## config.mk

```make
export PLATFORM = sky130hd
export DESIGN_NAME = adc_data_port
export DESIGN_NICKNAME = d
export VERILOG_FILES = /design/src/rtl/conv_port_pkg.sv /design/src/rtl/adc_data_port.sv
export SDC_FILE = /design/constraint.sdc
export NUM_CORES = 2
export LEC_CHECK = 0
export BUFFER_PORTS_ARGS = -buffer_cell sky130_fd_sc_hd__buf_4
export CAP_MARGIN = 10
export CORE_ASPECT_RATIO = 1.25
export CORE_MARGIN = 4
export CORE_UTILIZATION = 45
export CTS_BUF_LIST = sky130_fd_sc_hd__clkbuf_8
export DETAILED_ROUTE_END_ITERATION = 6
export PLACE_DENSITY = 0.7
export SLEW_MARGIN = 20
export SYNTH_ARGS = -nofsm -noshare
export SYNTH_HDL_FRONTEND = slang
export SYNTH_SLANG_ARGS = --single-unit
```

## constraint.sdc

```tcl
create_clock -name mclk_i -period 3.9 [get_ports mclk_i]
set_clock_uncertainty 0.15 [all_clocks]
set_input_delay 0.39 -clock mclk_i [delete_from_list [all_inputs] [get_ports mclk_i]]
set_output_delay 0.39 -clock mclk_i [all_outputs]
set_load 0.005 [all_outputs]
```

## src/rtl/conv_port_pkg.sv

```systemverilog
/*
 * Shared constants for the converter data port: register offsets, field
 * positions, reset values, the handshake timing and the transfer states.
 * Assumes a single 100 MHz system clock and a byte-addressed register port.
 */
`default_nettype none

package conv_port_pkg;

    // ****************************************************************
    // Clock and transfer timing
    // ****************************************************************

    // System clock period in picoseconds.
    localparam int CLK_PERIOD_PS = 10000;
    // Least time the data buffers are enabled before the word is taken.
    localparam int XFER_TIME_NS = 1000;
    // Cycles of buffer enable before sampling, rounded up.
    localparam int XFER_CYC = (XFER_TIME_NS * 1000 + CLK_PERIOD_PS - 1)
                              / CLK_PERIOD_PS;

    // ****************************************************************
    // Widths and histogram shape
    // ****************************************************************

    // Width of a converter word.
    localparam int WORD_W = 16;
    // Width of a histogram count and of the register data.
    localparam int DATA_W = 32;
    // Width of the register address.
    localparam int ADDR_W = 12;
    // Number of histogram bins held in flip-flops.
    localparam int BINS = 16;
    // Bits of the channel number that pick a bin.
    localparam int BIN_W = 4;

    // ****************************************************************
    // Register map
    // ****************************************************************

    // Control: converter enable and loss-free counting mode.
    localparam logic [ADDR_W-1:0] CTRL_OFS = 12'h000;
    // Status: transfer busy and loss-free second state pending.
    localparam logic [ADDR_W-1:0] STATUS_OFS = 12'h004;
    // Live-time cycle count; any write clears it.
    localparam logic [ADDR_W-1:0] LIVE_OFS = 12'h008;
    // Count of words added to the histogram.
    localparam logic [ADDR_W-1:0] EVENTS_OFS = 12'h00C;
    // Count of words thrown away under inhibit.
    localparam logic [ADDR_W-1:0] DISCARDS_OFS = 12'h010;
    // First histogram bin; bins follow one word apart.
    localparam logic [ADDR_W-1:0] HIST_OFS = 12'h100;

    // Control field positions.
    localparam int CTRL_EN_BIT = 0;
    localparam int CTRL_LFC_BIT = 1;
    // Status field positions.
    localparam int STAT_BUSY_BIT = 0;
    localparam int STAT_PHASE2_BIT = 1;
    // Control value after reset: converter disabled, plain counting.
    localparam logic [1:0] CTRL_RST = 2'h0;

    // ****************************************************************
    // Transfer states
    // ****************************************************************

    typedef enum logic [2:0] {
        ST_IDLE,
        ST_ENABLE,
        ST_ACCEPT,
        ST_READ,
        ST_WRITE
    } xfer_state_e;

endpackage

`default_nettype wire

```

## src/rtl/adc_data_port.sv

```systemverilog
/*
 * Converter data port: takes inverted 16-bit results from an external
 * converter over an active-low handshake and counts them into a small
 * histogram, in plain or loss-free mode, with a live-time counter.
 * Assumes all port inputs are synchronous to mclk_i and that the
 * register master keeps the plain strobe protocol.
 */
// How it works
// - Names ending _n are active low.
// - Take inverted 16-bit word, bit0 is LSB.
// - Drive buffer enable low to fetch data.
// - Pull data-accepted low once word taken.
// - Inhibit discards word outside loss-free first state.
// - Loss-free first state inhibit: word is increment.
// - Plain mode adds one to addressed bin.
// - Loss-free mode adds received increment to bin.
// - Converter-enable low lets converter run.
// - Dead-time input gates live-time counting.
`default_nettype none

module adc_data_port (
    input wire logic mclk_i,
    input wire logic nrst_i,
    input wire logic [12:0] conv_data_lo_n_i,
    input wire logic conv_data_bit13_n_i,
    input wire logic [1:0] conv_data_hi_n_i,
    input wire logic word_available_n_i,
    input wire logic inhibit_n_i,
    input wire logic composite_dead_time_n_i,
    output logic data_output_enable_n_o,
    output logic data_accepted_n_o,
    output logic converter_enable_n_o,
    input wire logic [11:0] addr_i,
    input wire logic [31:0] wdata_i,
    input wire logic wr_i,
    input wire logic rd_i,
    output logic [31:0] rdata_o
);

    // ****************************************************************
    // State
    // ****************************************************************

    // Everything the port remembers, registered as one word.
    typedef struct packed {
        conv_port_pkg::xfer_state_e st; // Handshake step.
        logic [7:0] cnt; // Buffer enable cycle count.
        logic [15:0] word; // Word taken, true polarity.
        logic inhib; // Inhibit seen with the word.
        logic phase2; // Loss-free second state pending.
        logic [7:0] incr; // Increment for the next add.
        logic [31:0] rmw; // Bin value read for the add.
        logic [1:0] ctrl; // Enable and mode bits.
        logic [31:0] live; // Live-time cycles.
        logic [31:0] events; // Words counted.
        logic [31:0] discards; // Words discarded.
        logic [31:0] rdata; // Read data for the bus.
        logic [15:0][31:0] hist; // Histogram bins.
    } port_state_s;

    port_state_s state_reg; // Registered state.
    port_state_s state_next; // Next state.
    logic [15:0] pins_word; // Data lines gathered in bit order.
    logic [3:0] bin_idx; // Bin picked by the held word.
    logic [3:0] bus_idx; // Bin picked by the bus address.
    logic hist_hit; // Bus address falls in the histogram.
    logic xfer_done; // Last buffer enable cycle before the word is taken.

    // Bit 13 arrives on its own line; restore weight order here.
    assign pins_word = {conv_data_hi_n_i, conv_data_bit13_n_i,
                        conv_data_lo_n_i};
    assign bin_idx = state_reg.word[3:0];
    assign bus_idx = addr_i[5:2];
    assign hist_hit = (addr_i[11:6] == conv_port_pkg::HIST_OFS[11:6]);
    assign xfer_done = (state_reg.cnt ==
                        8'(conv_port_pkg::XFER_CYC - 1));

    // ****************************************************************
    // Outputs
    // ****************************************************************

    // Strobes follow the step; both stay low until the word is withdrawn.
    assign data_output_enable_n_o = !((state_reg.st ==
        conv_port_pkg::ST_ENABLE) || (state_reg.st ==
        conv_port_pkg::ST_ACCEPT));
    assign data_accepted_n_o = !(state_reg.st ==
        conv_port_pkg::ST_ACCEPT);
    assign converter_enable_n_o =
        !state_reg.ctrl[conv_port_pkg::CTRL_EN_BIT];
    assign rdata_o = state_reg.rdata;

    // ****************************************************************
    // Next-state logic
    // ****************************************************************

    // Bus access first, so a hardware update in the same cycle wins.
    always_comb
    begin
        state_next = state_reg;
        state_next.rdata = 32'h0;
        if (wr_i)
        begin
            if (addr_i == conv_port_pkg::CTRL_OFS)
                state_next.ctrl = wdata_i[1:0];
            else if (addr_i == conv_port_pkg::LIVE_OFS)
                state_next.live = 32'h0;
            else if (hist_hit)
                state_next.hist[bus_idx] = wdata_i;
        end
        if (rd_i)
        begin
            // Unmapped addresses read as zero.
            if (addr_i == conv_port_pkg::CTRL_OFS)
                state_next.rdata = {30'h0, state_reg.ctrl};
            else if (addr_i == conv_port_pkg::STATUS_OFS)
                state_next.rdata = {30'h0, state_reg.phase2,
                    state_reg.st != conv_port_pkg::ST_IDLE};
            else if (addr_i == conv_port_pkg::LIVE_OFS)
                state_next.rdata = state_reg.live;
            else if (addr_i == conv_port_pkg::EVENTS_OFS)
                state_next.rdata = state_reg.events;
            else if (addr_i == conv_port_pkg::DISCARDS_OFS)
                state_next.rdata = state_reg.discards;
            else if (hist_hit)
                state_next.rdata = state_reg.hist[bus_idx];
        end
        // Live time runs only while enabled and out of dead time.
        if (state_reg.ctrl[conv_port_pkg::CTRL_EN_BIT] &&
            composite_dead_time_n_i)
            state_next.live = state_next.live + 32'h1;
        case (state_reg.st)
            conv_port_pkg::ST_IDLE:
            begin
                state_next.cnt = 8'h0;
                // The converter signals a ready word by pulling low.
                if (!word_available_n_i)
                    state_next.st = conv_port_pkg::ST_ENABLE;
            end
            conv_port_pkg::ST_ENABLE:
            begin
                // Hold the buffers open long enough for the cable.
                state_next.cnt = state_reg.cnt + 8'h1;
                if (xfer_done)
                begin
                    state_next.word = ~pins_word;
                    state_next.inhib = !inhibit_n_i;
                    state_next.st = conv_port_pkg::ST_ACCEPT;
                end
            end
            conv_port_pkg::ST_ACCEPT:
            begin
                // Release only after the converter withdraws its word.
                if (word_available_n_i)
                begin
                    state_next.st = conv_port_pkg::ST_IDLE;
                    if (state_reg.ctrl[conv_port_pkg::CTRL_LFC_BIT] &&
                        !state_reg.phase2 && state_reg.inhib)
                    begin
                        // First loss-free state: the word is a count.
                        state_next.incr = state_reg.word[7:0];
                        state_next.phase2 = 1'b1;
                    end
                    else if (state_reg.inhib)
                    begin
                        state_next.discards =
                            state_reg.discards + 32'h1;
                        state_next.phase2 = 1'b0;
                    end
                    else
                    begin
                        if (!(state_reg.ctrl[conv_port_pkg::CTRL_LFC_BIT]
                              && state_reg.phase2))
                            state_next.incr = 8'h1;
                        state_next.phase2 = 1'b0;
                        state_next.st = conv_port_pkg::ST_READ;
                    end
                end
            end
            conv_port_pkg::ST_READ:
            begin
                state_next.rmw = state_next.hist[bin_idx];
                state_next.st = conv_port_pkg::ST_WRITE;
            end
            conv_port_pkg::ST_WRITE:
            begin
                state_next.hist[bin_idx] = state_reg.rmw +
                    {24'h0, state_reg.incr};
                state_next.events = state_reg.events + 32'h1;
                state_next.st = conv_port_pkg::ST_IDLE;
            end
            default:
                state_next.st = conv_port_pkg::ST_IDLE;
        endcase
    end

    // ****************************************************************
    // State register
    // ****************************************************************

    // Reset loads constants only.
    always_ff @(posedge mclk_i or negedge nrst_i)
    begin
        if (!nrst_i)
        begin
            state_reg <= '0;
            state_reg.ctrl <= conv_port_pkg::CTRL_RST;
        end
        else
            state_reg <= state_next;
    end

    // ****************************************************************
    // Checks
    // ****************************************************************

    // Helper: cycles the buffers have been enabled in a row.
    logic [7:0] en_run_reg;
    always_ff @(posedge mclk_i or negedge nrst_i)
    begin
        if (!nrst_i)
            en_run_reg <= 8'h0;
        else if (data_output_enable_n_o)
            en_run_reg <= 8'h0;
        else if (en_run_reg != 8'hFF)
            en_run_reg <= en_run_reg + 8'h1;
    end
endmodule

`default_nettype wire

```

==> run metrics <==
status finished with violations; failing checks design-rule violations; Worst Hold End rdata_o[29]; clock network power share 39.0%; crit-path max cell delay 0.65 ns; CTS Buffer Depth 3; reg-to-reg endpoint state_reg[108]; Final setup viols 0; Seq/Total Area, Yosys 42.4%; # IOs 102; CP top delay family simple AND/OR/NAND/NOR gates; sw frac 29.6%; Worst-Margin Slew 1.15 ns; maximum number of pins on one net before global-route repair 99; CP max stage cell nor2_2; htree depth 3; Initial DRT Pass Iterations 7; Slew headroom 23.3%; Yosys cell types 83; clk root buf clkbuf_8; worst slack at placement 0.453 ns; crit path max fanout 17; pwr/cell area 359 nW/um2; chip width 280 um; Layout Utilization 51.1%; dominant synthesized flop cell dfrtp_1; fin. max-slew vios 0; Post-synth EDFFs 0; Tmin final 3.44 ns; Syn-to-layout area delta 12.7%; vias in the first global route 35678; reg2reg path depth 6; sequential share of power 45.4%; Vias/cell 6.64; DP HPWL 96700 um; Die Span Y 347 um; max reg flops 667; first-iteration detailed-routing DRC count 4767; core area 91500 um2; Post-Route WL 151000 um; grt total ovfl 0; max cap viols 0; f_max 291 MHz; Final Instance Count excl. Fillers 5369; total die area 97100 um2; type of origin of the critical path register; final worst-path cycle share 88.1%; Ys Warns 0; Switch Pwr 4.96 mW; CTS Sinks 703; Power Internal 11.8 mW; layout cells sized above 1 17.5%; Max IR drop VDD 0.200 mV; Leak Pwr 21.4 nW; Register Area 17600 um2; DP Area 44000 um2; Mapped Cells 4043; hold depth 4; Final Hold Viols 0; Initial Util 45.3%; Crit. End Element register; Clock Latency Late Sink 0.77 ns; cts bufs inserted 112; drt wl/cell 28.2 um; Buffers on Ports 93; worst reg2reg path startpoint bin_idx[0]; DRC 1; syn_nets 4123; RSZ-0062 raised after global routing no; Post-Layout Inst Area 46800 um2; PnR worst setup slack 0.463 ns; Final #Nets 4155; DRT antenna net count 0; vias 35669; Buf+Inv Stages, Crit Path 2; # rows 124; reg-to-reg slack, setup 0.46 ns; first-pass GRT wire length 223000 um; gp weighted congestion 0.937; power consumption 16.8 mW; CTS tree done; synthesized cell area 41500 um2; Total Routing Usage GR 30.3%; logic gate share of total power 15.5%; Setup Total Neg Slack 0 ns; multi-input logic area 22100 um2; clock edge transition at the registers on the reported setup and hold paths 0.07 ns; initial antenna violation count 12; hold_sp addr_i[2]; critical-path cell list clkinv_1 -> nor2_4 -> nand2_1 -> nor2_2 -> buf_12 -> o21ai_0; Cells after DPL 5113; asr flop ratio synth 100%; fillers 8138; synthesis-stage register bit count 703; Avg Cell Area, Syn 10.3 um2; Arr. time, crit path 3.91 ns; CP required 4.38 ns; CP Class reg -> reg; worst hold margin 0.0890 ns; HP Class in -> reg
[cells by family (layout without fill, tap and decap cells)]
family	Yosys count	after routing	share of synthesized area, %
AND/OR/NAND/NOR	1207	1207	13.7
other	0	10	0
AO/OA/AOI/OAI	695	695	10.3
multiplexers	859	859	26.0
XOR/XNOR	119	119	2.51
buffers and inverters	447	566	4.70
adder cells (fa/ha/maj)	13	13	0.410
flip-flops	703	703	42.4
[synthesized netlist by cell type (all sizes together), types with 18 or more instances]
| cell | n | area [um2] |
|---|---|---|
| dfrtp | 703 | 17600 |
| mux2i | 654 | 6550 |
| nor2 | 383 | 1440 |
| nand2 | 333 | 1250 |
| clkbuf | 284 | 1070 |
| a21oi | 241 | 1210 |
| mux4 | 171 | 3850 |
| nand3 | 159 | 826 |
| buf | 139 | 787 |
| o21ai | 135 | 676 |
| nor3 | 112 | 627 |
| xnor2 | 81 | 709 |
| o22ai | 79 | 494 |
| a31oi | 72 | 450 |
| and3 | 54 | 338 |
| xor2 | 38 | 333 |
| nand2b | 37 | 231 |
| mux2 | 34 | 383 |
| a22oi | 32 | 240 |
| a222oi | 30 | 300 |
| nand4 | 30 | 188 |
| nor4 | 25 | 190 |
| inv | 22 | 82.6 |
| or3 | 18 | 113 |
[layer usage]
layer  global-route usage (%)  vias to the layer above  part of all wire (%)
met5                    0.296                        -                 0.036
met2                     47.8                     2477                    45
met3                     7.69                      744                    11
li1                         -                    14859                     -
met4                     20.8                        8                   8.1
met1                     36.5                    17581                    35
[repair_timing]
item,CTS,global route
endpoints found under the setup margin,0,0
resized for setup,0,0
buffers inserted,0,0
endpoints found under the hold margin,604,0
hold buffers,45,0
[placed cells by master, fill, tap and decap left out, drive strengths merged, types with 112 or more instances in the layout]
master / count
nand3: 159
a21oi: 241
nor2: 383
mux2i: 654
dfrtp: 703
buf: 296
mux4: 171
nand2: 333
clkbuf: 144
nor3: 112
o21ai: 135
[power by group through the flow]
stage | registers (mW) | clock network [mW] | logic, mW
after detailed placement | 7.74 | 0 | 2.47
after global routing | 7.63 | 6.93 | 2.72
after floorplan | 7.69 | 0 | 1.44
final | 7.62 | 6.55 | 2.61
after CTS | 7.61 | 6.61 | 2.52
after global placement | 7.74 | 0 | 2.46
[how the worst max path moves through the flow]
stage                    from        endpoint  cells past startpoint
2_1_floorplan  state_reg[642]  state_reg[284]                     11
3_3_place_gp        addr_i[4]  state_reg[636]                     12
3_5_place_dp        addr_i[4]  state_reg[636]                     12
4_1_cts        state_reg[674]  state_reg[402]                     12
5_1_grt        state_reg[674]  state_reg[402]                     12
6_report           bin_idx[0]  state_reg[108]                      6
[worst reg2reg max path, delay by kind of cell, from the launching register on]
family	cells	cell delay (ns)
compound gates	1	0.13
buf+inv	2	0.76
flops	1	0.43
simple gates	3	1.84
[area by class of cell]
class                   count  share of cell area (%)
well taps                1197                    3.20
flip-flops and latches    703                    37.6
repair buffers            341                    6.72
inverters                  24                   0.193
clock inverters            57                   0.664
multi-input cells        2893                    47.3
clock buffers             144                    4.24
diodes                     10                  0.0535
No activity file was read; power rests on OpenSTA's default activity.
